File: src/verilog/gtoc_map.vh
`ifndef GTOC_MAP_VH
`define GTOC_MAP_VH

// Register word addresses (byte address = index * 4)
`define GTOC_ADR_COUNT      4'h0
`define GTOC_ADR_TMR_CTRL   4'h1
`define GTOC_ADR_GATE_CTRL  4'h2
`define GTOC_ADR_FLAGS      4'h3
`define GTOC_ADR_ENABLES    4'h4
`define GTOC_ADR_OSC_CTRL   4'h5
`define GTOC_ADR_OSC_CTRL2  4'h6
`define GTOC_ADR_CCP_MODE   4'h7
`define GTOC_ADR_PERIOD     4'h8

// Timer control fields
`define GTOC_TC_ON          0
`define GTOC_TC_SECONDARY_OSCILLATOR_SEL    3

// Gate control fields
`define GTOC_GC_GE          7
`define GTOC_GC_POL         6
`define GTOC_GC_VAL         2
`define GTOC_GC_SS_HI       1
`define GTOC_GC_SS_LO       0

// Gate source codes
`define GTOC_GSS_PIN        2'h0
`define GTOC_GSS_PERIOD     2'h1
`define GTOC_GSS_CMP1       2'h2
`define GTOC_GSS_CMP2       2'h3

// Oscillator control fields
`define GTOC_OC_IDLE_ON_SLEEP_ENABLE       7
`define GTOC_OC_SCS_HI      1
`define GTOC_OC_SCS_LO      0
`define GTOC_SCS_SECONDARY  2'h1
`define GTOC_OC2_RUNFLAG    6
`define GTOC_OC2_WARMUP     3

// Compare mode for special event trigger
`define GTOC_CCP_SPECIAL    4'hB

// Flags / enables bit
`define GTOC_FL_OVF         0

// Reset values and count maximum
`define GTOC_RST_BYTE       8'h00
`define GTOC_RST_PERIOD     8'hFF
`define GTOC_COUNT_MAX      16'hFFFF

// Power modes
`define GTOC_PM_RUN         2'h0
`define GTOC_PM_SECONDARY_RUN_MODE     2'h1
`define GTOC_PM_SECONDARY_IDLE_MODE    2'h2
`define GTOC_PM_SLEEP       2'h3

`endif

File: src/verilog/gtoc_sync.v
`timescale 1ns/1ps
// Two-flop level synchroniser
module gtoc_sync
(
  input  wire clock_i,
  input  wire rst_n_i,
  input  wire d_i,
  output wire q_o
);
  reg meta_q;
  reg sync_q;

  // First stage feeds only the second stage
  always @(posedge clock_i or negedge rst_n_i)
  begin
    if (!rst_n_i)
    begin
      meta_q <= 1'b0;
      sync_q <= 1'b0;
    end
    else
    begin
      meta_q <= d_i;
      sync_q <= meta_q;
    end
  end

  assign q_o = sync_q;
endmodule // gtoc_sync

File: src/verilog/gtoc_period_timer.v
`timescale 1ns/1ps
`include "gtoc_map.vh"
// 8-bit period timer, one-cycle pulse when it resets to zero after match
module gtoc_period_timer
(
  input  wire       clock_i,
  input  wire       rst_n_i,
  input  wire       enable_i,
  input  wire [7:0] limit_i,
  output reg        match_pulse_o
);
  reg [7:0] period_timer_count_q;

  // Match is checked on each enabled cycle; the reset to zero comes on the same edge as the pulse
  always @(posedge clock_i or negedge rst_n_i)
  begin
    if (!rst_n_i)
    begin
      period_timer_count_q <= `GTOC_RST_BYTE;
      match_pulse_o        <= 1'b0;
    end
    else if (enable_i && period_timer_count_q == limit_i)
    begin
      period_timer_count_q <= `GTOC_RST_BYTE;
      match_pulse_o        <= 1'b1;   // see RULE19
    end
    else
    begin
      period_timer_count_q <= enable_i ? period_timer_count_q + 8'h01
                                       : period_timer_count_q;
      match_pulse_o        <= 1'b0;
    end
  end
endmodule // gtoc_period_timer

File: src/verilog/gtoc_top.v
// Functional notes
// RULE1 - Any requester keeps secondary oscillator running
// RULE2 - Warm-up bit starts oscillator before consumers
// RULE3 - Software waits for oscillator start-up itself
// RULE4 - Oscillator keeps running in power-managed modes
// RULE5 - Clock select 01 enters secondary run
// RULE6 - Sleep with idle enable clear: secondary idle
// RULE7 - Status flag shows secondary clock active
// RULE8 - Count wraps FFFF to 0000, sets flag
// RULE9 - Overflow interrupt only when enable set
// RULE10 - Special trigger mode 1011 resets count
// RULE11 - Second unit trigger starts enabled A/D
// RULE12 - Trigger reset needs synchronous operation; the count is reset on any trigger, with no synchronous-mode check
// RULE13 - Software write beats trigger reset
// RULE14 - Trigger reset never sets overflow flag
// RULE15 - Gate enable counts when gate equals polarity
// RULE16 - Inactive gate holds count
// RULE17 - Gate select 00 pin, 01 period, 10 cmp1
// RULE18 - Gate select 11 routes comparator 2
// RULE19 - Period match gives one-cycle high pulse
// RULE20 - Gate synchronised by two flops first
// RULE21 - Overflow flag sticky, wrap beats clear
`timescale 1ns/1ps
`include "gtoc_map.vh"
module gtoc_top
(
  input  wire        clock_i,
  input  wire        rst_n_i,
  // Wishbone classic slave
  input  wire        wb_cyc_i,
  input  wire        wb_stb_i,
  input  wire        wb_we_i,
  input  wire [5:0]  wb_adr_i,
  input  wire [3:0]  wb_sel_i,
  input  wire [31:0] wb_dat_i,
  output reg  [31:0] wb_dat_o,
  output reg         wb_ack_o,
  // Timer clock tick and external sources
  input  wire        timer_tick_i,
  input  wire        external_gate_pin_i,
  input  wire        comparator1_out_i,
  input  wire        comparator2_out_i,
  input  wire        compare1_trigger_i,
  input  wire        second_unit_trigger_i,
  input  wire        second_unit_uses_timer_i,
  input  wire        adc_enabled_i,
  input  wire        other_odd_timer_osc_req_i,
  input  wire        calendar_osc_select_i,
  input  wire        sleep_exec_i,
  input  wire        wake_i,
  input  wire        clock_monitor_fail_i,
  // Results
  output reg         timer_irq_o,
  output reg         adc_start_o,
  output reg         secondary_osc_enable_o,
  output reg  [1:0]  power_mode_o,
  output reg  [15:0] gated_timer_count_o
);
  // Reset released through two flops
  reg rst_m_q;
  reg rst_q;
  always @(posedge clock_i or negedge rst_n_i)
  begin
    if (!rst_n_i)
    begin
      rst_m_q <= 1'b0;
      rst_q   <= 1'b0;
    end
    else
    begin
      rst_m_q <= 1'b1;
      rst_q   <= rst_m_q;
    end
  end
  wire rst_n = rst_q;

  // Software-visible state
  reg [15:0] count_q;
  reg [7:0]  tmr_ctrl_q;
  reg [7:0]  gate_ctrl_q;
  reg [7:0]  osc_ctrl_q;
  reg [7:0]  osc_ctrl2_q;
  reg [3:0]  ccp_mode1_q;
  reg [3:0]  ccp_mode2_q;
  reg [7:0]  period_limit_q;
  reg        period_on_q;
  reg        ovf_flag_q;
  reg        ovf_en_q;
  reg        failover_q;
  reg [1:0]  pm_q;

  // Bus decode: single-cycle ack, drops the cycle after
  wire       req   = wb_cyc_i & wb_stb_i & ~wb_ack_o;
  wire [3:0] widx  = wb_adr_i[5:2];
  wire       wr    = req & wb_we_i & wb_sel_i[0];
  wire [7:0] wbyte = wb_dat_i[7:0];
  wire       wr_count = req & wb_we_i & (widx == `GTOC_ADR_COUNT);

  // Gate source mux and synchroniser
  wire period_pulse;
  gtoc_period_timer u_period
  (
    .clock_i       (clock_i),
    .rst_n_i       (rst_n),
    .enable_i      (period_on_q),
    .limit_i       (period_limit_q),
    .match_pulse_o (period_pulse)
  );

  reg gate_raw;
  always @*
  begin
    case (gate_ctrl_q[`GTOC_GC_SS_HI:`GTOC_GC_SS_LO])   // see RULE17
      `GTOC_GSS_PIN:    gate_raw = external_gate_pin_i;
      `GTOC_GSS_PERIOD: gate_raw = period_pulse;
      `GTOC_GSS_CMP1:   gate_raw = comparator1_out_i;
      `GTOC_GSS_CMP2:   gate_raw = comparator2_out_i;  // see RULE18
      default:          gate_raw = 1'b0;
    endcase
  end

  wire gate_sync;
  gtoc_sync u_gate_sync
  (
    .clock_i (clock_i),
    .rst_n_i (rst_n),
    .d_i     (gate_raw),
    .q_o     (gate_sync)                              // see RULE20
  );

  // Gate is active when the synchronised level matches polarity
  wire gate_active = (gate_sync == gate_ctrl_q[`GTOC_GC_POL]); // see RULE15
  wire count_en = tmr_ctrl_q[`GTOC_TC_ON] & timer_tick_i &
                  (~gate_ctrl_q[`GTOC_GC_GE] | gate_active); // see RULE16

  // Special event trigger only from units in mode 1011
  wire trig1 = compare1_trigger_i & (ccp_mode1_q == `GTOC_CCP_SPECIAL);
  wire trig2 = second_unit_trigger_i & second_unit_uses_timer_i &
               (ccp_mode2_q == `GTOC_CCP_SPECIAL);
  wire trig  = trig1 | trig2;                          // see RULE10
  wire wrap  = count_en & (count_q == `GTOC_COUNT_MAX);

  // Counter: write first, then trigger, then increment
  always @(posedge clock_i or negedge rst_n)
  begin
    if (!rst_n)
      count_q <= 16'h0000;
    else if (wr_count)                                 // see RULE13
    begin
      if (wb_sel_i[0])
        count_q[7:0] <= wb_dat_i[7:0];
      if (wb_sel_i[1])
        count_q[15:8] <= wb_dat_i[15:8];
    end
    else if (trig)                                     // see RULE12
      count_q <= 16'h0000;                             // see RULE14
    else if (count_en)
      count_q <= count_q + 16'h0001;                   // see RULE8
  end

  // Overflow flag: set wins over a same-cycle clear
  wire ovf_clr = wr & (widx == `GTOC_ADR_FLAGS) & ~wbyte[`GTOC_FL_OVF];
  always @(posedge clock_i or negedge rst_n)
  begin
    if (!rst_n)
      ovf_flag_q <= 1'b0;
    else if (wrap & ~wr_count & ~trig)                 // see RULE8
      ovf_flag_q <= 1'b1;                              // see RULE21
    else if (ovf_clr)
      ovf_flag_q <= 1'b0;
  end

  // Control registers
  always @(posedge clock_i or negedge rst_n)
  begin
    if (!rst_n)
    begin
      tmr_ctrl_q     <= `GTOC_RST_BYTE;
      gate_ctrl_q    <= `GTOC_RST_BYTE;
      osc_ctrl_q     <= `GTOC_RST_BYTE;
      osc_ctrl2_q    <= `GTOC_RST_BYTE;
      ccp_mode1_q    <= 4'h0;
      ccp_mode2_q    <= 4'h0;
      period_limit_q <= `GTOC_RST_PERIOD;
      period_on_q    <= 1'b0;
      ovf_en_q       <= 1'b0;
    end
    else if (wr)
    begin
      case (widx)
        `GTOC_ADR_TMR_CTRL:  tmr_ctrl_q  <= wbyte;
        `GTOC_ADR_GATE_CTRL: gate_ctrl_q <= wbyte;
        `GTOC_ADR_ENABLES:   ovf_en_q    <= wbyte[`GTOC_FL_OVF]; // see RULE9
        `GTOC_ADR_OSC_CTRL:  osc_ctrl_q  <= wbyte;
        `GTOC_ADR_OSC_CTRL2: osc_ctrl2_q <= wbyte;
        `GTOC_ADR_CCP_MODE:
        begin
          ccp_mode1_q <= wbyte[3:0];
          ccp_mode2_q <= wbyte[7:4];
        end
        `GTOC_ADR_PERIOD:
        begin
          period_limit_q <= wbyte;
          period_on_q    <= wb_dat_i[8];
        end
        default: period_on_q <= period_on_q;
      endcase
    end
  end

  // Power mode sequencing for the secondary clock
  wire scs_sec = (osc_ctrl_q[`GTOC_OC_SCS_HI:`GTOC_OC_SCS_LO] ==
                  `GTOC_SCS_SECONDARY);
  always @(posedge clock_i or negedge rst_n)
  begin
    if (!rst_n)
      pm_q <= `GTOC_PM_RUN;
    else
    begin
      case (pm_q)
        `GTOC_PM_RUN:
          if (scs_sec & ~failover_q)
            pm_q <= `GTOC_PM_SECONDARY_RUN_MODE;                  // see RULE5
        `GTOC_PM_SECONDARY_RUN_MODE:
          if (failover_q | ~scs_sec)
            pm_q <= `GTOC_PM_RUN;
          else if (sleep_exec_i & ~osc_ctrl_q[`GTOC_OC_IDLE_ON_SLEEP_ENABLE])
            pm_q <= `GTOC_PM_SECONDARY_IDLE_MODE;                 // see RULE6
        `GTOC_PM_SECONDARY_IDLE_MODE:
          if (wake_i)
            pm_q <= `GTOC_PM_SECONDARY_RUN_MODE;
        default:
          pm_q <= `GTOC_PM_RUN;
      endcase
    end
  end

  // Clock monitor failover latches until clock select is rewritten
  always @(posedge clock_i or negedge rst_n)
  begin
    if (!rst_n)
      failover_q <= 1'b0;
    else if (clock_monitor_fail_i & (pm_q != `GTOC_PM_RUN))
      failover_q <= 1'b1;
    else if (wr & (widx == `GTOC_ADR_OSC_CTRL))
      failover_q <= 1'b0;
  end

  // Oscillator request; not gated by any power mode
  wire osc_req = tmr_ctrl_q[`GTOC_TC_SECONDARY_OSCILLATOR_SEL] | other_odd_timer_osc_req_i |
                 calendar_osc_select_i | scs_sec |
                 osc_ctrl2_q[`GTOC_OC2_WARMUP];        // see RULE1
  wire sec_active = (pm_q == `GTOC_PM_SECONDARY_RUN_MODE) |
                    (pm_q == `GTOC_PM_SECONDARY_IDLE_MODE);

  // Read mux
  reg [31:0] rdata;
  always @*
  begin
    rdata = 32'h0000_0000;
    case (widx)
      `GTOC_ADR_COUNT:     rdata[15:0] = count_q;
      `GTOC_ADR_TMR_CTRL:  rdata[7:0]  = tmr_ctrl_q;
      `GTOC_ADR_GATE_CTRL:
      begin
        rdata[7:0] = gate_ctrl_q;
        rdata[`GTOC_GC_VAL] = gate_active;
      end
      `GTOC_ADR_FLAGS:     rdata[`GTOC_FL_OVF] = ovf_flag_q;
      `GTOC_ADR_ENABLES:   rdata[`GTOC_FL_OVF] = ovf_en_q;
      `GTOC_ADR_OSC_CTRL:  rdata[7:0] = osc_ctrl_q;
      `GTOC_ADR_OSC_CTRL2:
      begin
        rdata[7:0] = osc_ctrl2_q;
        rdata[`GTOC_OC2_RUNFLAG] = sec_active;         // see RULE7
      end
      `GTOC_ADR_CCP_MODE:  rdata[7:0] = {ccp_mode2_q, ccp_mode1_q};
      `GTOC_ADR_PERIOD:    rdata[8:0] = {period_on_q, period_limit_q};
      default:             rdata = 32'h0000_0000;
    endcase
  end

  // Registered outputs
  always @(posedge clock_i or negedge rst_n)
  begin
    if (!rst_n)
    begin
      wb_ack_o               <= 1'b0;
      wb_dat_o               <= 32'h0000_0000;
      timer_irq_o            <= 1'b0;
      adc_start_o            <= 1'b0;
      secondary_osc_enable_o <= 1'b0;
      power_mode_o           <= `GTOC_PM_RUN;
      gated_timer_count_o    <= 16'h0000;
    end
    else
    begin
      wb_ack_o <= req;
      wb_dat_o <= req ? rdata : 32'h0000_0000;
      timer_irq_o <= ovf_flag_q & ovf_en_q;            // see RULE9
      adc_start_o <= trig2 & adc_enabled_i;            // see RULE11
      // Held while a secondary mode lasts, so it never drops first; RULE2 RULE4
      secondary_osc_enable_o <= osc_req | sec_active;  // see RULE4
      power_mode_o <= pm_q;
      gated_timer_count_o <= count_q;
    end
  end
endmodule // gtoc_top

File: config.mk
export PLATFORM = sky130hd
export DESIGN_NAME = gtoc_top
export DESIGN_NICKNAME = d
export VERILOG_FILES = /design/src/verilog/gtoc_sync.v /design/src/verilog/gtoc_period_timer.v /design/src/verilog/gtoc_top.v
export VERILOG_INCLUDE_DIRS = /design/src /design/src/verilog
export SDC_FILE = /design/constraint.sdc
export NUM_CORES = 1
export LEC_CHECK = 0
export ABC_AREA = 1
export CAP_MARGIN = 20
export CORE_ASPECT_RATIO = 1.25
export CORE_UTILIZATION = 55
export DETAILED_ROUTE_END_ITERATION = 8
export DONT_BUFFER_PORTS = 1
export PLACE_DENSITY = 0.7
export RECOVER_POWER = 25
export SETUP_SLACK_MARGIN = 0.4
export SLEW_MARGIN = 20
export SYNTH_ARGS = -nofsm -noshare
export SYNTH_HDL_FRONTEND = slang
export SYNTH_HIERARCHICAL = 1
export SYNTH_SLANG_ARGS = --single-unit
File: constraint.sdc
create_clock -name clock_i -period 6.2 [get_ports clock_i]
set_input_delay 0.62 -clock clock_i [delete_from_list [all_inputs] [get_ports clock_i]]
set_output_delay 0.62 -clock clock_i [all_outputs]
set_load 0.05 [all_outputs]
## Yosys cells after proc, flatten, opt, wreduce, memory -nomap -nowiden

Cells that the tools add are included.

| word-level totals | value |
|---|---|
| bits in registers | 121 |
| output and inout port bits | 54 |
| logic and storage cells | 133 |

| operators by class | value |
|---|---|
| add/subtract/negate cells | 2 |
| eq/ne operators | 24 |
| muxes and demuxes | 23 |
| bitwise gates (word level) | 38 |
| reduce and logical (&&, ||, !) cells | 19 |

Operators by type and width:

| kind | count |
|---|---|
| $mux 16 | 4 |
| $pmux 7 s7 | 1 |
| $mux 8 | 4 |
| $and 1x1->1 | 21 |
| $reduce_and 2->1 | 9 |
| $add 16x1->16 const B | 1 |
| $eq 16x16->1 const B | 1 |
| $eq 4x3->1 const B | 4 |
| $eq 4x4->1 const B | 3 |
| $or 1x1->1 | 9 |
| $pmux 1 s9 | 1 |
| $add 8x1->8 const B | 1 |
| $eq 4x2->1 const B | 2 |
| $eq 8x8->1 | 1 |
| $mux 2 | 4 |
| $ne 2x2->1 const B | 4 |
| $not 1->1 | 8 |
| $reduce_bool 2->1 | 4 |
| $mux 7 | 1 |
| $eq 2x1->1 const B | 3 |
| $eq 2x2->1 const B | 3 |
| $pmux 2 s3 | 1 |
| $mux 1 | 5 |
| $eq 4x1->1 const B | 1 |
| 9 further kinds | 10 |

## Longest topological paths before layout

Gate-level depths: netlist of the first run.

| logic depth | value |
|---|---|
| depth after elaboration | 8 |
| depth in mapped cells | 10 |
| mapped depth without buffers | 10 |

## Cells and area by module

The synthesis of the first run kept the hierarchy.

Modules (own cells, without submodules):

| module | times used | cells each | area each (um2) |
|---|---|---|---|
| gtoc_top | 1 | 631 | 5217.5 |
| gtoc_period_timer | 1 | 87 | 596.8 |
| gtoc_sync | 1 | 2 | 50.0 |

## Worst setup path after synthesis of the first run

No wires, ideal clock.

| path | value |
|---|---|
| path type | flip-flop to flip-flop |
| start point | reg wb_ack_o |
| end point | reg gate_ctrl_q[0] |
| arrival time | 1.509 ns |
| data required time | 6.070 ns |
| path slack | 4.561 ns |
| stages on the path, launching flop included | 9 |
| buffers on the path | 1 |
| clock period less this slack | 1.639 ns |
| path through | dfrtp_1 > inv_1 > nand4_4 > inv_2 > nand2_2 > clkinv_2 > nand2_2 > buf_6 > o21ai_0 |

| on the way | value |
|---|---|
| word-level cells in the longest chain between the ends | 5 |

RTL lines:

| what | RTL line | text |
|---|---|---|
| from (decl) | gtoc_top.v:37 | `output reg wb_ack_o,` |
| from (signal assigned) | gtoc_top.v:298 | `wb_ack_o <= req;` |
| $not 1->1 | gtoc_top.v:93 | `wire req = wb_cyc_i & wb_stb_i & ~wb_ack_o;` |
| $and 1x1->1 | gtoc_top.v:93 |  |
| $and 1x1->1 (2 in a row) | gtoc_top.v:95 | `wire wr = req & wb_we_i & wb_sel_i[0];` |
| $reduce_and 2->1 (no line) | n/a |  |
| to (signal assigned) | gtoc_top.v:179 | `` gate_ctrl_q <= `GTOC_RST_BYTE; `` |
| to (signal assigned) | gtoc_top.v:192 | `` `GTOC_ADR_GATE_CTRL: gate_ctrl_q <= wbyte; `` |
| to (decl) | gtoc_top.v:80 | `reg [7:0] gate_ctrl_q;` |

No other way between the ends.
A chain may end at the register's enable or synchronous reset.

==> results of run 1 <==
==> placed cells by master (no fill, tap or decap), drive strengths merged <==
master	count
xnor2	1
a21oi	22
clkinvlp	2
o21bai	1
buf	1
bufinv	6
nand3	31
o22ai	3
xor2	8
ha	6
nand4	11
clkinv	6
dlygate4sd3	1
nor3	11
o31ai	1
inv	79
o21ai	75
dfstp	8
clkbuf	20
nor2	57
dfrtp	111
nand2	263
conb	17
==> path summary, 6_finish.rpt <==
path                                                to  depth (start not counted)
worst max-delay path            u_period/match_pulse_o                          1
worst min-delay path                       adc_start_o                          2
worst max register to register  u_period/match_pulse_o                          1
worst min register to register         u_gate_sync/q_o                          0
max in group clock_i                        count_q[5]                          8
min in group asynchronous                        rst_n                          1
==> through the flow <==
stage / std cells / cell area [µm²]
floorplan: 735 / 5921
global placement: 837 / 5866
detailed placement: 837 / 5866
CTS: 870 / 6555
global route: 870 / 6551
finish: 870 / 6551
==> power by group through the flow <==
stage | logic, mW | clock network (mW) | registers (mW)
2_1_floorplan | 0.158 | 0 | 0.949
3_3_place_gp | 0.181 | 0 | 0.961
3_5_place_dp | 0.190 | 0 | 0.967
4_1_cts | 0.195 | 1.14 | 0.953
5_1_grt | 0.221 | 1.17 | 0.963
6_report | 0.195 | 1.12 | 0.953
==> Yosys cell counts (3+ instances only) <==
library cell	n	share of area, %
a21oi_1	20	1.7
o21ai_2	3	0.45
buf_4	18	2.3
xor2_1	8	1.2
nor2_4	3	0.58
nor3_1	11	0.94
nor2_1	48	3.1
nor2_2	4	0.43
o22ai_1	3	0.32
ha_1	6	1.3
inv_1	72	4.6
nand4_1	10	1.1
nand2_1	252	16
nand3_1	29	2.5
buf_6	7	1.3
dfstp_2	8	3.6
nand2_2	6	0.64
nand2_4	5	0.96
o21ai_0	69	5.9
dfrtp_1	111	47
inv_2	6	0.38
o21ai_1	3	0.26
==> layer usage <==
layer,vias to the layer above,part of all wire (%)
met5,-,0
met4,0,3.3
met3,40,8.3
met2,201,50
met1,2244,38
li1,2264,-
==> kinds of logic after synthesis <==
logic type | Yosys count | share of synthesized area [%]
XOR/XNOR | 9 | 1.344
other | 2 | 0.1281
AND/OR/NAND/NOR | 373 | 27.67
adder cells (fa/ha/maj) | 6 | 1.280
buffers and inverters | 109 | 9.132
AO/OA/AOI/OAI | 102 | 9.494
flip-flops | 119 | 50.95
==> flip-flops by register name, summed over array words and instances (netlist names), 4 cells and up <==
name                           cells
ccp_mode1_q                        4
ccp_mode2_q                        4
count_q                           16
gate_ctrl_q                        7
gated_timer_count_o               16
osc_ctrl2_q                        7
osc_ctrl_q                         8
period_limit_q                     8
tmr_ctrl_q                         8
u_period/period_timer_count_q      8
wb_dat_o                          16
==> what timing repair did <==
action	CTS	global route
endpoints found under the setup margin	0	0
endpoints found under the hold margin	2	0
gates resized for setup	0	0
hold buffers	1	0
==> cell type report <==
| class | instances | area [µm²] |
|---|---|---|
| clock buffer | 20 | 456.7 |
| clock inverter | 12 | 222.7 |
| fill | 862 | 3657 |
| inverter | 81 | 307.8 |
| multi-input combinational | 507 | 2397 |
| sequential | 119 | 2988 |
| tap | 129 | 161.4 |
| timing repair buffer | 2 | 17.52 |
==> summary.md, run 1 <==
| Metric | Value |
|---|---|
| Internal power | 1.675 mW |
| Drt initial violations | 387 |
| Mapped Cells | 720 |
| Max FO, Critical Path | 68 |
| Total global routing track utilization | 27.91% |
| Antenna diode count | 0 |
| Fin Hold WS | 0.3007 ns |
| Slowest stage cell, crit path | dfrtp_1 |
| Comb power frac | 8.6% |
| Via count | 4749 |
| Gr busiest metal | met2 |
| Launch point of the worst path | rst_n |
| WS Path Type | flip-flop to async pin |
| Share of cells above drive strength 1 | 10.39% |
| GR Util met1 | 33.13% |
| Delay-heaviest family, CP | flip-flops |
| Grt total ovfl | 0 |
| DP HPWL | 9.906 mm |
| Unrepaired setup endpoints after global routing | false |
| Post-synth ARST share | 100.0% |
| Worst slew margin | -28.75% |
| Htree depth | 4 |
| Element type at the critical path start | flip-flop |
| YS warnings | 6 |
| Crit path DAT | 2.97 ns |
| Failing checks | capacitance limit, slew limit |
| Overall Power | 2.271 mW |
| Routed Antenna Nets | 0 |
| Post-CTS Setup Bufs | 0 |
| Die Area | 11080 µm² |
| Routed WL | 14.22 mm |
| IO Count | 114 |
| Pre-Repair DR Iteration Count | 9 |
| Register area share after synthesis | 50.95% |
| Fin. Hold Viols | 0 |
| Worst-path cell chain | buf_4 |
| Final Worst Setup Slack | 3.672 ns |
| Period utilization | 40.77% |
| Syn avg cell area | 8.145 µm² |
| Least-Margin Pin Slew | 1.931 ns |
| CTS tree | done |
| Pre-CTS setup slack | 4.236 ns |
| CP peak stage delay | 1.64 ns |
| Clock Skew | 0.006793 ns |
| Switching Power | 0.5960 mW |
| Setup TNS | 0 ns |
| #FFs+latches synth | 119 |
| Worst R2R Start | rst_n |
| Post-Syn Area | 5864 µm² |
| Sw Share | 26.25% |
| Netlist cell types | 35 |
| Syn-to-layout area delta | 11.71% |
| Wire per inst | 16.34 µm |
| Vias in the first global route | 4792 |
| Final core utilization | 64.17% |
| Post-synth top flop | dfrtp_1 |
| Largest net degree at the start of global routing | 69 |
| Die Y | 117.4 µm |
| Max frequency | 395.6 MHz |
| VDD IR max | 0.0001851 V |
| Crit path capture type | async pin |
| Sequential power share | 42.0% |
| Clock Path Buffers | 2 |
| Count of input and output buffers | 0 |
| Core Footprint | 10210 µm² |
| WP data required | 6.64 ns |
| DRC Markers | 0 |
| Antenna violations before repair | 0 |
| Crit path time final | 2.528 ns |
| CTS Root Cell | clkbuf_16 |
| Pwr dens | 346.6 nW/µm² |
| Routing usage on met2 | 45.15% |
| Clock sink count | 119 |
| Number of flops mapped to enable cells by yosys | 0 |
| Status | complete, but fails checks |
| Number of max-cap violations | 1 |
| First-pass GRT wire length | 23.32 mm |
| Effective utilization at floorplan | 57.45% |
| Leakage | 3.356 nW |
| CTS Buf Count | 17 |
| Clock share of power | 49.5% |
| Fin nets | 794 |
| Vias/cell | 5.459 |
| Min-Delay Path Class | input port to flip-flop |
| GPL Wtd Cong | 0.9092 |
| Final setup fails | 0 |
| Clock transition at path regs | 0.05 ns |
| Buf+Inv Stages, Crit Path | 1 |
| Clock insertion delay at the later pin of the skew report | 0.42 ns |
| Reg-to-reg slack, setup | 3.67 ns |
| Grt met3 use | 8.171% |
| DIE WIDTH | 94.36 µm |
| Std-Cell Rows | 41 |
| Worst hold start | adc_enabled_i |
| Max Slew Vio Count | 51 |
(Power assumes the default switching activity.)
==> run 2, diff against run 1 <==
Clock period 6.2 ns to 2.4 ns, I/O delays scaled along.
==> run 2 against run 1 <==
  * The flow now finishes without violations
  * Wire length rose by 1.6%
  * Register-to-register slack got worse by 3.1 ns
  * Sequential share of layout area barely moved
  * Largest power group unchanged
==> summary.md, run 2 (synthesis gave the netlist of run 1 again) <==
| Metric | Value |
|---|---|
| Critical path capture point | ovf_flag_q |
| CTS tree | done |
| WP data required | 2.76 ns (-3.88 ns) |
| Drt initial violations | 433 (+12%) |
| WS Path Type | flip-flop to flip-flop |
| GPL Wtd Cong | 0.8909 (-2.0%) |
| Element type at the critical path start | flip-flop |
| Routed Antenna Nets | 0 (unchanged) |
| Post-CTS Setup Bufs | 0 (unchanged) |
| Antenna diode count | 0 (unchanged) |
| Crit Reg-Reg Endpoint | ovf_flag_q |
| Status | finished clean |
| Crit path DAT | 2.15 ns (-0.82 ns) |
| CTS Root Cell | clkbuf_16 |
| Min-Delay Path Class | input port to flip-flop |
| DP HPWL | 10.05 mm (+1.5%) |
| CP peak stage delay | 0.47 ns (-1.17 ns) |
| Regs by FF count | count_q: 16 flops, gated_timer_count_o: 16 flops, wb_dat_o: 16 flops |
| Share of cells above drive strength 1 | 10.81% (+0.42 points) |
| Worst slew margin | 4.317% (+33 points) |
| Period utilization | 74.79% (+34 points) |
| Commonest non-fill, non-tap cell in the layout | nand2_1 |
| Fin. Hold Viols | 0 (unchanged) |
| Grt total ovfl | 0 (unchanged) |
| Reg-to-reg slack, setup | 0.61 ns (-3.07 ns) |
| Die Y | 117.4 µm (unchanged) |
| Delay-heaviest family, CP | simple AND/OR/NAND/NOR gates |
| CTS Buf Count | 17 (unchanged) |
| IO Count | 114 (unchanged) |
| Max Slew Vio Count | 0 (-100%) |
| Number of max-cap violations | 0 (-1) |
| Via count | 4780 (+0.65%) |
| Htree depth | 4 (unchanged) |
| Count of input and output buffers | 0 (unchanged) |
| Total global routing track utilization | 28.56% (+0.65 points) |
| Vias/cell | 5.444 (-0.26%) |
| Core Footprint | 10210 µm² (unchanged) |
| Vias in the first global route | 4778 (-0.29%) |
| Clock insertion delay at the later pin of the skew report | 0.42 ns (about the same) |
| DIE WIDTH | 94.36 µm (unchanged) |
| Clock Skew | 0.009983 ns (+0.003191 ns) |
| Unrepaired setup endpoints after global routing | false |
| Max frequency | 557.1 MHz (+41%) |
| DRC Markers | 0 (unchanged) |
| Final core utilization | 64.26% (+0.086 points) |
| Die Area | 11080 µm² (unchanged) |
| Sequential Area | 2989 µm² (about the same) |
| Std-Cell Rows | 41 (unchanged) |
| Multi-input gate area | 2397 µm² (unchanged) |
| Buf+Inv Stages, Crit Path | 0 (-1) |
| Pwr dens | 838.0 nW/µm² (+140%) |
| Fin Hold WS | 0.02219 ns (-0.2785 ns) |
| Antenna violations before repair | 0 (unchanged) |
| Pre-Repair DR Iteration Count | 7 (-2) |
| Worst R2R Start | count_q[0] |
| Commonest cells after routing, fill and taps aside | nand2_1 (252), dfrtp_1 (110), inv_1 (72) |
| VDD IR max | 0.0004664 V (+150%) |
| Setup TNS | 0 ns (unchanged) |
| Crit path capture type | flip-flop |
| Largest net degree at the start of global routing | 43 (-38%) |
| Slowest stage cell, crit path | dfrtp_1 |
| CP Depth | 7 (+6) |
| Fill cells | 870 (+0.93%) |
| Clock transition at path regs | 0.06 ns (about the same) |
| Leakage | 3.349 nW (-0.19%) |
| Worst-path cell chain | ha_1 -> nand2_1 -> nor2_1 -> nand3_1 -> nor3_1 -> nand4_1 -> nand2_1 |
| Routed WL | 14.44 mm (+1.6%) |
| Final setup fails | 0 (unchanged) |
| Crit path time final | 1.795 ns (-0.7328 ns) |
| Clock Path Buffers | 2 (unchanged) |
| Launch point of the worst path | count_q[0] |
| Clock sink count | 119 (unchanged) |
| CP most frequent cell | nand2_1 |
| Fin nets | 803 (+1.1%) |
| Max FO, Critical Path | 5 (-93%) |
| Syn-to-layout area delta | 11.86% |
| Wire per inst | 16.45 µm (+0.64%) |
| Least-Margin Pin Slew | 1.435 ns (-0.4960 ns) |
| First-pass GRT wire length | 23.68 mm (+1.6%) |
| Path depth of the worst reg2reg path | 7 (+6) |
| Effective utilization at floorplan | 57.45% (unchanged) |
## run 2: cell type report
type / instances / area share (%)
flip-flops and latches: 119 / 45.57
multi-input cells: 507 / 36.54
clock buffers: 20 / 7.114
repair buffers: 11 / 1.717
well taps: 129 / 2.460
inverters: 81 / 4.692
clock inverters: 11 / 1.907
## run 2: per-stage QoR
stage	cell area, µm²	std cells	power [mW]	setup WS (ns)
2_1_floorplan	5922	735	2.861	0.4212
3_3_place_gp	5901	840	2.957	0.5743
3_5_place_dp	5901	840	2.990	0.5058
4_1_cts	6563	878	5.513	0.4732
5_1_grt	6560	878	5.713	0.4354
6_report	6560	878	5.498	0.6051
## run 2: per-layer routing
metal / part of all wire [%] / GRT usage (%) / vias to the layer above
li1: - / - / 2280
met1: 40 / 34.88 / 2257
met2: 49 / 45.83 / 196
met3: 7.3 / 8.106 / 47
met4: 3.6 / 13.65 / 0
met5: 0 / 0 / -
## run 2: power breakdown
part	total [mW]	internal, mW	leakage (nW)	switching [mW]
registers	2.46	2.17	1.57	0.287
clock network	2.52	1.60	0.276	0.924
logic	0.518	0.170	1.51	0.348
total	5.50	3.94	3.35	1.56
## run 2: how the worst min path moves through the flow
stage | start | endpoint | slack [ns] | cells after the start
6_report | external_gate_pin_i | u_gate_sync/meta_q | 0.02 | 2
5_1_grt | rst_n_i | rst_m_q | 0.05 | 1
3_5_place_dp | rst_n_i | rst_m_q | -0.06 | 0
2_1_floorplan | rst_n_i | rst_m_q | -0.06 | 0
3_3_place_gp | rst_n_i | rst_m_q | -0.06 | 0
4_1_cts | external_gate_pin_i | u_gate_sync/meta_q | 0.01 | 2
## run 2: timing repair
| action | in CTS | in global routing |
|---|---|---|
| endpoints found under the setup margin | 0 | 5 |
| hold buffers | 7 | 0 |
| endpoints found under the hold margin | 7 | 0 |
| resized for setup | 0 | 1 |
